--- src/ictb_params.svh ---
`ifndef ICTB_PARAMS_SVH
`define ICTB_PARAMS_SVH

// ----------------------------------------------------------------
// Register byte addresses
// ----------------------------------------------------------------
`define ICTB_ADDR_LO_CTRL   12'h000
`define ICTB_ADDR_HI_CTRL   12'h004
`define ICTB_ADDR_LO_COUNT  12'h008
`define ICTB_ADDR_HI_COUNT  12'h00c
`define ICTB_CH_BASE        12'h040
`define ICTB_CH_STRIDE      12'h008
`define ICTB_CH_CTRL_OFF    12'h000
`define ICTB_CH_BUF_OFF     12'h004

// ----------------------------------------------------------------
// Timer control fields and reset values
// ----------------------------------------------------------------
`define ICTB_TON            15
`define ICTB_TSTOP_IDLE     13
`define ICTB_GATE_EN        6
`define ICTB_TPS_HI         5
`define ICTB_TPS_LO         4
`define ICTB_TPAIR          3
`define ICTB_TCLK_SRC       1
`define ICTB_LO_CTRL_WMASK  16'ha07a
`define ICTB_HI_CTRL_WMASK  16'ha072
`define ICTB_TCTRL_RESET    16'h0000

// ----------------------------------------------------------------
// Capture channel control fields
// ----------------------------------------------------------------
`define ICTB_CC_TSEL        7
`define ICTB_CC_CPI_HI      6
`define ICTB_CC_CPI_LO      5
`define ICTB_CC_OVF         4
`define ICTB_CC_BNE         3
`define ICTB_CC_WMASK       8'he7
`define ICTB_CC_RESET       8'h00

`define ICTB_MODE_OFF       3'h0
`define ICTB_MODE_EDGE      3'h1
`define ICTB_MODE_FALL      3'h2
`define ICTB_MODE_RISE      3'h3
`define ICTB_MODE_RISE4     3'h4
`define ICTB_MODE_RISE16    3'h5

// ----------------------------------------------------------------
// Timer prescale terminal counts and capture prescale
// ----------------------------------------------------------------
`define ICTB_PS1_LAST       8'd0
`define ICTB_PS8_LAST       8'd7
`define ICTB_PS64_LAST      8'd63
`define ICTB_PS256_LAST     8'd255
`define ICTB_EDGE4_LAST     4'd3
`define ICTB_EDGE16_LAST    4'd15
`define ICTB_FIFO_DEPTH     4
`define ICTB_NUM_CH         8

`endif

--- src/ictb_pkg.sv ---
`default_nettype none
package ictb_pkg;
    typedef logic [15:0] ictb_word_t;
    typedef logic [2:0]  ictb_mode_t;
    typedef logic [7:0]  ictb_ps_t;
endpackage
`default_nettype wire

--- src/ictb_top.sv ---
// The placing of the registers and the APB slave port were chosen for this implementation.
`timescale 1ns/1ps
`default_nettype none
`include "ictb_params.svh"

// Notes on behaviour
// - Timer idle-stop bit set halts counting in Idle; clear keeps it running, except a paired lower half halts when the upper half's bit is set.
// - Gate enable ignored with external clock; with internal clock it gates counting.
// - Prescale codes 11,10,01,00 divide timer input by 256, 64, 8, 1.
// - Clock source one counts external pin rising edges, zero counts pclk.
// - Each qualifying event that finds buffer space latches the full 16-bit selected timer count.
// - Simple modes capture on falling, rising, or every edge.
// - Prescaled modes capture every fourth or every sixteenth rising edge.
// - Each channel selects either of two timers, each clocked internally or externally.
// - Capture pin event raises a wake request in Sleep or Idle.
// - Each channel buffers captures in a four-entry FIFO.
// - Capture interrupt raised after one, two, three or four entries filled.
// - Only channels one and two raise DMA requests; DMA use needs field 00.
// - Up to eight independent channels, each usable as an interrupt source.
// - Captures-per-interrupt 00,01,10,11 interrupt every first to fourth capture.
// - Read-only overflow flag sets when a capture arrives with buffer full.
module ictb_top
    import ictb_pkg::*;
#(
    parameter int NUM_CH = `ICTB_NUM_CH,
    parameter int DEPTH  = `ICTB_FIFO_DEPTH
) (
    input  wire logic              pclk,
    input  wire logic              presetn,
    input  wire logic              psel,
    input  wire logic              penable,
    input  wire logic              pwrite,
    input  wire logic [11:0]       paddr,
    input  wire logic [31:0]       pwdata,
    output logic [31:0]            prdata,
    output logic                   pready,
    output logic                   pslverr,
    input  wire logic              idle_mode,
    input  wire logic              sleep_mode,
    input  wire logic [1:0]        external_timer_clock_pin,
    input  wire logic [NUM_CH-1:0] capture_input_pin,
    output logic [NUM_CH-1:0]      capture_irq,
    output logic [1:0]             dma_req,
    output logic                   wake_req
);

    localparam int PW = (DEPTH > 1) ? $clog2(DEPTH) : 1;

    if (NUM_CH < 1 || NUM_CH > `ICTB_NUM_CH || DEPTH < 4 ||
        (DEPTH & (DEPTH - 1)) != 0) begin : g_bad_params
        $error("ictb_top: unsupported NUM_CH or DEPTH");
    end

    // ----------------------------------------------------------------
    // State
    // ----------------------------------------------------------------
    typedef struct packed {
        ictb_word_t                          lo_ctrl;
        ictb_word_t                          hi_ctrl;
        ictb_word_t                          lo_cnt;
        ictb_word_t                          hi_cnt;
        ictb_ps_t                            lo_ps;
        ictb_ps_t                            hi_ps;
        logic [1:0]                          ext_prev;
        logic [NUM_CH-1:0][7:0]              cc;
        logic [NUM_CH-1:0][DEPTH-1:0][15:0]  fifo;
        logic [NUM_CH-1:0][PW-1:0]           wp;
        logic [NUM_CH-1:0][PW-1:0]           rp;
        logic [NUM_CH-1:0][PW:0]             fill;
        logic [NUM_CH-1:0]                   pin_prev;
        logic [NUM_CH-1:0][3:0]              edge_cnt;
        logic [NUM_CH-1:0][1:0]              int_cnt;
        logic [NUM_CH-1:0]                   irq;
        logic [1:0]                          dma;
        logic                                wake;
        logic [31:0]                         rdata;
        logic                                slverr;
    } ictb_st_t;

    ictb_st_t st_r;
    ictb_st_t st_nxt;

    // ----------------------------------------------------------------
    // Helpers
    // ----------------------------------------------------------------
    // Returns {tick, next prescale count}
    function automatic logic [8:0] ictb_prescale(input logic [1:0] sel,
                                                 input ictb_ps_t   ps,
                                                 input logic       src);
        ictb_ps_t last;
        case (sel)
            2'b11:   last = `ICTB_PS256_LAST;
            2'b10:   last = `ICTB_PS64_LAST;
            2'b01:   last = `ICTB_PS8_LAST;
            default: last = `ICTB_PS1_LAST;
        endcase
        if (!src) begin
            return {1'b0, ps};
        end else if (ps >= last) begin
            return {1'b1, 8'h00};
        end
        return {1'b0, 8'(ps + 8'h01)};
    endfunction

    function automatic logic [11:0] ictb_ch_addr(input int c, input logic [11:0] off);
        return 12'(`ICTB_CH_BASE + 12'(c) * `ICTB_CH_STRIDE + off);
    endfunction

    // ----------------------------------------------------------------
    // Next state
    // ----------------------------------------------------------------
    logic       wr_acc;
    logic       rd_acc;
    logic       setup;
    logic [1:0] ext_rise;
    logic       pair;
    logic       lo_src;
    logic       hi_src;
    logic       lo_run;
    logic       hi_run;
    logic       lo_tick;
    logic       hi_tick;
    logic       hi_inc;
    logic [8:0] ps_res;

    always_comb begin
        logic       rise;
        logic       fall;
        logic       ev;
        logic       push;
        logic       pop;
        logic       full;
        logic [3:0] elast;
        ictb_word_t tval;
        st_nxt  = st_r;
        rise    = 1'b0;
        fall    = 1'b0;
        ev      = 1'b0;
        push    = 1'b0;
        pop     = 1'b0;
        full    = 1'b0;
        elast   = 4'h0;
        tval    = 16'h0000;
        wr_acc  = psel && penable && pwrite;
        rd_acc  = psel && penable && !pwrite;
        setup   = psel && !penable;
        st_nxt.irq  = '0;
        st_nxt.dma  = 2'b00;
        st_nxt.wake = 1'b0;

        // Timers
        ext_rise        = external_timer_clock_pin & ~st_r.ext_prev;
        st_nxt.ext_prev = external_timer_clock_pin;
        pair            = st_r.lo_ctrl[`ICTB_TPAIR];
        // Gate input shares the clock pin, which is free while pclk is the source
        lo_src = st_r.lo_ctrl[`ICTB_TCLK_SRC] ? ext_rise[0] :
                 (st_r.lo_ctrl[`ICTB_GATE_EN] ? external_timer_clock_pin[0] : 1'b1);
        hi_src = st_r.hi_ctrl[`ICTB_TCLK_SRC] ? ext_rise[1] :
                 (st_r.hi_ctrl[`ICTB_GATE_EN] ? external_timer_clock_pin[1] : 1'b1);
        lo_run = st_r.lo_ctrl[`ICTB_TON] && !sleep_mode &&
                 !(idle_mode && st_r.lo_ctrl[`ICTB_TSTOP_IDLE]) &&
                 !(pair && idle_mode && st_r.hi_ctrl[`ICTB_TSTOP_IDLE]);
        hi_run = st_r.hi_ctrl[`ICTB_TON] && !sleep_mode &&
                 !(idle_mode && st_r.hi_ctrl[`ICTB_TSTOP_IDLE]);
        ps_res       = ictb_prescale(st_r.lo_ctrl[`ICTB_TPS_HI:`ICTB_TPS_LO],
                                     st_r.lo_ps, lo_src && lo_run);
        lo_tick      = ps_res[8];
        st_nxt.lo_ps = ps_res[7:0];
        ps_res       = ictb_prescale(st_r.hi_ctrl[`ICTB_TPS_HI:`ICTB_TPS_LO],
                                     st_r.hi_ps, hi_src && hi_run && !pair);
        hi_tick      = ps_res[8];
        st_nxt.hi_ps = ps_res[7:0];
        // Upper half follows the lower carry only; its own fields are bypassed except idle-stop, which also halts the lower half
        hi_inc = pair ? (lo_tick && st_r.lo_cnt == 16'hffff) : hi_tick;
        st_nxt.lo_cnt = 16'(st_r.lo_cnt + {15'h0000, lo_tick});
        st_nxt.hi_cnt = 16'(st_r.hi_cnt + {15'h0000, hi_inc});

        if (wr_acc) begin
            case (paddr)
                `ICTB_ADDR_LO_CTRL:  st_nxt.lo_ctrl = pwdata[15:0] & `ICTB_LO_CTRL_WMASK;
                `ICTB_ADDR_HI_CTRL:  st_nxt.hi_ctrl = pwdata[15:0] & `ICTB_HI_CTRL_WMASK;
                `ICTB_ADDR_LO_COUNT: st_nxt.lo_cnt  = pwdata[15:0];
                `ICTB_ADDR_HI_COUNT: st_nxt.hi_cnt  = pwdata[15:0];
                default: begin
                end
            endcase
        end

        // Capture channels
        for (int c = 0; c < NUM_CH; c++) begin
            rise = capture_input_pin[c] && !st_r.pin_prev[c];
            fall = !capture_input_pin[c] && st_r.pin_prev[c];
            st_nxt.pin_prev[c] = capture_input_pin[c];
            elast = (st_r.cc[c][2:0] == `ICTB_MODE_RISE4) ? `ICTB_EDGE4_LAST
                                                          : `ICTB_EDGE16_LAST;
            case (st_r.cc[c][2:0])
                `ICTB_MODE_EDGE: ev = rise || fall;
                `ICTB_MODE_FALL: ev = fall;
                `ICTB_MODE_RISE: ev = rise;
                `ICTB_MODE_RISE4,
                `ICTB_MODE_RISE16: begin
                    ev = rise && st_r.edge_cnt[c] == elast;
                    if (rise) begin
                        st_nxt.edge_cnt[c] = ev ? 4'h0 : 4'(st_r.edge_cnt[c] + 4'h1);
                    end
                end
                default: ev = 1'b0;
            endcase
            if ((rise || fall) && st_r.cc[c][2:0] != `ICTB_MODE_OFF &&
                (sleep_mode || idle_mode)) begin
                st_nxt.wake = 1'b1;
            end
            tval = st_r.cc[c][`ICTB_CC_TSEL] ? st_r.lo_cnt : st_r.hi_cnt;
            pop  = rd_acc && paddr == ictb_ch_addr(c, `ICTB_CH_BUF_OFF) &&
                   st_r.fill[c] != '0;
            full = st_r.fill[c] == (PW+1)'(DEPTH) && !pop;
            push = ev && !full;
            if (ev && full) begin
                st_nxt.cc[c][`ICTB_CC_OVF] = 1'b1;
            end
            if (push) begin
                st_nxt.fifo[c][st_r.wp[c]] = tval;
                st_nxt.wp[c] = PW'(st_r.wp[c] + 1'b1);
                if (st_r.int_cnt[c] == st_r.cc[c][`ICTB_CC_CPI_HI:`ICTB_CC_CPI_LO]) begin
                    st_nxt.irq[c]     = 1'b1;
                    st_nxt.int_cnt[c] = 2'b00;
                end else begin
                    st_nxt.int_cnt[c] = 2'(st_r.int_cnt[c] + 2'b01);
                end
                // DMA expects one word per request, so software keeps the field at 00
                if (c < 2) begin
                    st_nxt.dma[1'(c)] = 1'b1;
                end
            end
            if (pop) begin
                st_nxt.rp[c] = PW'(st_r.rp[c] + 1'b1);
            end
            st_nxt.fill[c] = (PW+1)'(st_r.fill[c] + {{PW{1'b0}}, push} -
                                     {{PW{1'b0}}, pop});
            if (wr_acc && paddr == ictb_ch_addr(c, `ICTB_CH_CTRL_OFF)) begin
                // Status bits survive the write so a same-cycle overflow is kept
                st_nxt.cc[c] = (pwdata[7:0] & `ICTB_CC_WMASK) |
                               (st_nxt.cc[c] & ~`ICTB_CC_WMASK);
                st_nxt.edge_cnt[c] = 4'h0;
                st_nxt.int_cnt[c]  = 2'b00;
            end
            // Turning a channel off flushes it and clears its overflow
            if (st_nxt.cc[c][2:0] == `ICTB_MODE_OFF) begin
                st_nxt.cc[c][`ICTB_CC_OVF] = 1'b0;
                st_nxt.fill[c]     = '0;
                st_nxt.wp[c]       = '0;
                st_nxt.rp[c]       = '0;
                st_nxt.edge_cnt[c] = 4'h0;
                st_nxt.int_cnt[c]  = 2'b00;
            end
        end

        // Read data prepared in the setup phase, presented in the access phase
        if (setup) begin
            st_nxt.rdata  = 32'h0000_0000;
            st_nxt.slverr = 1'b0;
            case (paddr)
                `ICTB_ADDR_LO_CTRL:  st_nxt.rdata = {16'h0000, st_r.lo_ctrl};
                `ICTB_ADDR_HI_CTRL:  st_nxt.rdata = {16'h0000, st_r.hi_ctrl};
                `ICTB_ADDR_LO_COUNT: st_nxt.rdata = {16'h0000, st_r.lo_cnt};
                `ICTB_ADDR_HI_COUNT: st_nxt.rdata = {16'h0000, st_r.hi_cnt};
                default:             st_nxt.slverr = 1'b1;
            endcase
            for (int c = 0; c < NUM_CH; c++) begin
                if (paddr == ictb_ch_addr(c, `ICTB_CH_CTRL_OFF)) begin
                    st_nxt.slverr = 1'b0;
                    st_nxt.rdata  = {24'h000000, st_r.cc[c][7:4],
                                     st_r.fill[c] != '0, st_r.cc[c][2:0]};
                end
                if (paddr == ictb_ch_addr(c, `ICTB_CH_BUF_OFF)) begin
                    st_nxt.slverr = 1'b0;
                    st_nxt.rdata  = (st_r.fill[c] != '0) ?
                                    {16'h0000, st_r.fifo[c][st_r.rp[c]]} : 32'h0000_0000;
                end
            end
        end
    end

    // ----------------------------------------------------------------
    // Registers
    // ----------------------------------------------------------------
    always_ff @(posedge pclk or negedge presetn) begin
        if (!presetn) begin
            st_r         <= '0;
            st_r.lo_ctrl <= `ICTB_TCTRL_RESET;
            st_r.hi_ctrl <= `ICTB_TCTRL_RESET;
            for (int c = 0; c < NUM_CH; c++) begin
                st_r.cc[c] <= `ICTB_CC_RESET;
            end
        end else begin
            st_r <= st_nxt;
        end
    end

    // ----------------------------------------------------------------
    // Outputs
    // ----------------------------------------------------------------
    assign prdata      = st_r.rdata;
    assign pready      = 1'b1;
    assign pslverr     = st_r.slverr;
    assign capture_irq = st_r.irq;
    assign dma_req     = st_r.dma;
    assign wake_req    = st_r.wake;

endmodule

`default_nettype wire

--- config.mk ---
export PLATFORM = sky130hd
export DESIGN_NAME = ictb_top
export DESIGN_NICKNAME = d
export VERILOG_FILES = /design/src/ictb_pkg.sv /design/src/ictb_top.sv
export VERILOG_INCLUDE_DIRS = /design/src
export SDC_FILE = /design/constraint.sdc
export NUM_CORES = 2
export LEC_CHECK = 0
export BUFFER_PORTS_ARGS = -buffer_cell sky130_fd_sc_hd__buf_2
export CAP_MARGIN = 15
export CORE_UTILIZATION = 35
export DETAILED_ROUTE_END_ITERATION = 7
export PLACE_DENSITY = 0.54
export RECOVER_POWER = 25
export SYNTH_ARGS = -nofsm -noshare
export SYNTH_HDL_FRONTEND = slang
export SYNTH_SLANG_ARGS = --single-unit
export TNS_END_PERCENT = 1
--- constraint.sdc ---
create_clock -name pclk -period 4.1 [get_ports pclk]
set_input_delay 0.205 -clock pclk [delete_from_list [all_inputs] [get_ports pclk]]
set_output_delay 0.205 -clock pclk [all_outputs]
set_load 0.05 [all_outputs]
# After elaboration in Yosys (flattened, before gate mapping)
# Cells that the tools add are included.
# Widths: inputs -> output; s select.
totals:
  ff_bits: 794
  input_bits: 61
  out_inout_bits: 45
  elab_cells: 797
classes:
  addsub: 52
  magnitude_cmp: 26
  n_eq_ne: 92
  n_mux: 271
  n_bitwise: 10
  reduce_logical: 245
ops:
  columns: ["op", "n"]
  rows:
  - ["$mux 16", 34]
  - ["$bwmux 64", 8]
  - ["$mux 33", 15]
  - ["$bmux 16 s2", 8]
  - ["$demux 16 s2", 8]
  - ["$eq 12x7->1 const B", 16]
  - ["$mux 4", 48]
  - ["$mux 2", 64]
  - ["$reduce_bool 3->1", 40]
  - ["$logic_and 1x1->1", 113]
  - ["$eq 3x3->1 const B", 24]
  - ["$or 8x5->8", 8]
  - ["$pmux 16 s4", 1]
  - ["$mux 9", 6]
  - ["$mux 1", 51]
  - ["$add 2x1->2 const B", 24]
  - ["$eq 3x2->1 const B", 16]
  - ["$lt 2x3->1 const B", 16]
  - ["$pmux 8 s3", 2]
  - ["$mux 5", 8]
  - ["$logic_not 1->1", 39]
  - ["$add 16x1->16", 2]
  - ["$add 4x1->4 const B", 8]
  - ["$eq 4x4->1", 8]
  - ["26 further kinds", 129]

# Logic depth before layout (Yosys ltp)
logic_depth:
  ltp_word: 19
  depth_mapped: 17
  mapped_depth_nobuf: 16

# Worst setup path before layout
# OpenSTA, ideal clock, no wires.
synth_timing:
  kind: "register -> register"
  start: "register st_r[803] (netlist name)"
  end: "register st_r[764] (netlist name)"
  setup_time_ns: 0.137
  arrival_ns: 3.264
  t_required_ns: 3.963
  setup_slack_ns: 0.699
  path_stages_with_launch: 18
  path_buffers: 1
  period_less_slack_ns: 3.401
  path_cell_list: "dfrtp_1 -> or2_2 -> ha_1 -> nand2b_1 -> a21o_1 -> a21o_1 -> a211oi_1 -> o21ai_0 -> and3_1 -> clkbuf_1 -> a22o_1 -> ha_1 -> ha_1 -> and3_1 -> nand3_1 -> nor3_1 -> xnor2_1 -> a21oi_1"
synth_lines:
  columns: ["element", "line_no", "text"]
  rows:
  - ["from (decl)", "ictb_top.sv:80", "ictb_st_t st_r;"]
  - ["from (signal assigned)", "ictb_top.sv:296", "st_r <= st_nxt;"]

==> impl_metrics.toml <==
[pwr]
p_clk_share_pct = 50.3
pwr-share-seq_pct = 46.4
leakagePower_nw = 19.0
total_power_mw = 16.5
power_density_nw_per_um2 = 374
power_switching_mw = 3.78
p_sw_share_pct = 22.9
vdd_drop_max_mv = 0.310
combPwrFrac_pct = 3.3
p_int_mw = 12.7

[floorplan]
fp.dieW_um = 335
initial_core_util_pct = 35.5
io_pins = 106
rows = 121
core_area_um2 = 109000
dieArea_um2 = 112000
die_y_um = 335

[sta]
finalHoldViolations = 0
max_freq_ghz = 0.267
finalSetupTns_ns = 0
fin_crit_sh_pct = 91.4
rsz0062_at_grt = "false"
finalWorstPathRequiredPeriod_ns = 3.75
worst_slew_pin_slew_ns = 2.69
slew_headroom_pct = -79.0
fin_skew_ns = 0.0293
drv_slew = 92
setup_viol = 0

[clocking]
postCtsSetupRepairBufs = 0
cts_max_level = 3
tritoncts = "yes"
clock_latency_ns = 0.68
cts_buffers = 87
clk_root_buffer_cell = "clkbuf_16"
cts_buffer_depth = 3
cts.sinks = 770
clk_pin_slew_ns = 0.06

[setup_path]
critPathMaxFanout = 5
arrival_ns = 4.32
reg2regPathDepth = 16
crit_start = "st_r[803]$_DFFE_PN0P_"
crit_path_end = "st_r[765]$_DFF_PN0_"
reg2reg_to = "st_r[765]$_DFF_PN0_"
worstSetupEndpointType = "flip-flop"
start_kind = "flip-flop"
critPathKind = "reg -> reg"
r2r-start = "st_r[803]$_DFFE_PN0P_"
cp.required_ns = 4.68
regToRegSetupSlack_ns = 0.35

[global_route]
first_global_vias = 28100
antenna_found_initial = 3
grtUsageTotal_pct = 21.2
use_met2_pct = 32.6
grt_pass1_wl_um = 181000
grt_util_met1_pct = 30.4
grt_max_degree = 96
busiest_layer = "met2"
met3_usage_pct = 3.11
gr-total-overflow = 0

[finish]
insertedDiodeCount = 0
drive_above_1_share_pct = 14.2
fin_area_um2 = 44200
fill_cells = 10800
syn2layout_area_growth_pct = 13.6
final_nets = 4000

[status]
violations = "capacitance limit, slew limit"
outcome = "finished with violations"

[synthesis]
syn_area_per_cell_um2 = 10.2
syn_inst = 3799
async_reset_ff_share_pct = 100
ys_ff_latch = 770
yosysUniqueCellTypes = 90
synth_ff_type = "dfrtp_1"
yosys.cell_count.top_type = "dfrtp_1"
synth_top_cells_by_count = "770 x dfrtp_1, 575 x nand2_1, 489 x o21ai_0"
synth_top_area_share_pct = 49.6
yosys_warnings = 0
yosysSeqAreaShare_pct = 49.6
synth-edff-count = 0
synthTopCellsByArea = "dfrtp_1 50%, mux4_2 7.6%, o21ai_0 6.3%"
yosysTopAreaCell = "dfrtp_1"
syn_area_um2 = 38900

[worst_hold_path]
min_from = "pwdata[6]"
hold_path_class = "in -> reg"

[placed_design]
place_area_um2 = 41000
hpwlAfterDp_um = 83300
gp_congestion = 0.959
portBuffers = 71

[drt]
ant_nets = 0
routed_wl_um = 118000
viasPerCell = 5.30
drc = 0
wl_per_cell_um = 21.9
firstDrtPassIters = 7
dr.first_iter.drc_count = 2236
vias = 28500

[flow_run]
maxCapViolations = 1
==> area by class of cell <==
cell class                      count  area (µm²)  share of cell area, %
Sequential cell                   770       19300                   43.6
Clock buffer                      122        2470                   5.59
Clock inverter                     37         544                   1.23
Multi-Input combinational cell   2636       18000                   40.7
Tap cell                         1476        1850                   4.18
Timing Repair Buffer              230        1650                   3.73
Inverter                          112         420                  0.952
==> timing repair <==
action | 4_1_cts | 5_1_grt
hold endpoints to repair | 120 | 0
endpoints found under the setup margin | 0 | 4
hold buffers | 24 | 0
resized for setup | 0 | 2
==> critical path, stage by stage (launching register included) <==
cell and delay (ns):
dfrtp_1 0.42, or2_2 0.33, ha_1 0.27, nand2b_1 0.09
a21o_1 0.11, a21o_1 0.10, a211oi_1 0.06, o21ai_0 0.38
and3_1 0.27, a22o_1 0.23, ha_1 0.24, nand3_1 0.14
nor2_1 0.23, and2_1 0.28, nand4_1 0.14, xor2_1 0.19
a21oi_1 0.17
==> cell families after synthesis <==
logic type                 Yosys count  synth area share, %
AOI/OAI and AO/OA                  865                 12.6
xor gates and xnor gates           101                 2.28
adders and majority gates          102                 3.44
buffers and inverters              409                 4.48
DFF                                770                 49.6
muxes                              356                 13.6
other                                2               0.0193
and+or+nand+nor                   1194                 14.0
==> flip-flops by register name, summed over array words and instances, names as in the netlist <==
register     cells
st_r           742
dma_req          1
pair             1
wake_req         1
capture_irq      8
prdata          16
pslverr          1
==> power by group through the flow <==
stage	clock network, mW	logic, mW	registers (mW)
4_1_cts	8.47	0.574	7.65
5_1_grt	8.77	0.607	7.65
3_3_place_gp	0	0.554	7.79
6_report	8.30	0.552	7.65
2_1_floorplan	0	0.248	7.78
3_5_place_dp	0	0.554	7.79
==> routing by layer <==
layer / vias up / share of wire (%)
li1: 13300 / -
met1: 14200 / 46
met2: 793 / 45
met3: 175 / 5.6
met4: 6 / 3.2
met5: - / 0.040
==> how the worst min path moves through the flow <==
stage                                     endpoint  slack [ns]  cells after the start
after floorplan           capture_irq[0]$_DFF_PN0_       -0.09                      0
final                          st_r[772]$_DFF_PN0_        0.08                      3
after detailed placement     st_r[647]$_DFFE_PN0P_        0.34                      1
after global placement       st_r[647]$_DFFE_PN0P_        0.34                      1
after global routing           st_r[772]$_DFF_PN0_        0.06                      3
after CTS                      st_r[772]$_DFF_PN0_        0.04                      3
==> metrics by stage <==
| stage | cells | setup slack [ns] | utilization, % | hold WS [ns] |
|---|---|---|---|---|
| after CTS | 5382 | 0.231 | 40.4 | 0.0350 |
| after global routing | 5383 | 0.0824 | 40.3 | 0.0569 |
| after detailed placement | 5199 | 0.259 | 37.4 | 0.341 |
| after floorplan | 3815 | 0.699 | - | -0.0906 |
| after global placement | 5199 | 0.270 | 37.4 | 0.339 |
| final | 5383 | 0.355 | 40.3 | 0.0762 |
==> cells in the final DEF, fill, tap and decap left out, types with 36 or more instances in the layout <==
cell type and n:
o21ai_0 489, mux4_2 131, nor2_1 269, xor2_1 50, clkbuf_16 88, a21oi_1 193, xnor2_1 51, dfrtp_1 770
clkbuf_1 36, buf_4 118, inv_1 111, nor3_1 55, nand3_1 62, nand2_1 575, buf_2 60, ha_1 94
mux2_2 57, mux2i_1 168
Note: power is estimated with default switching activity, not from simulation.
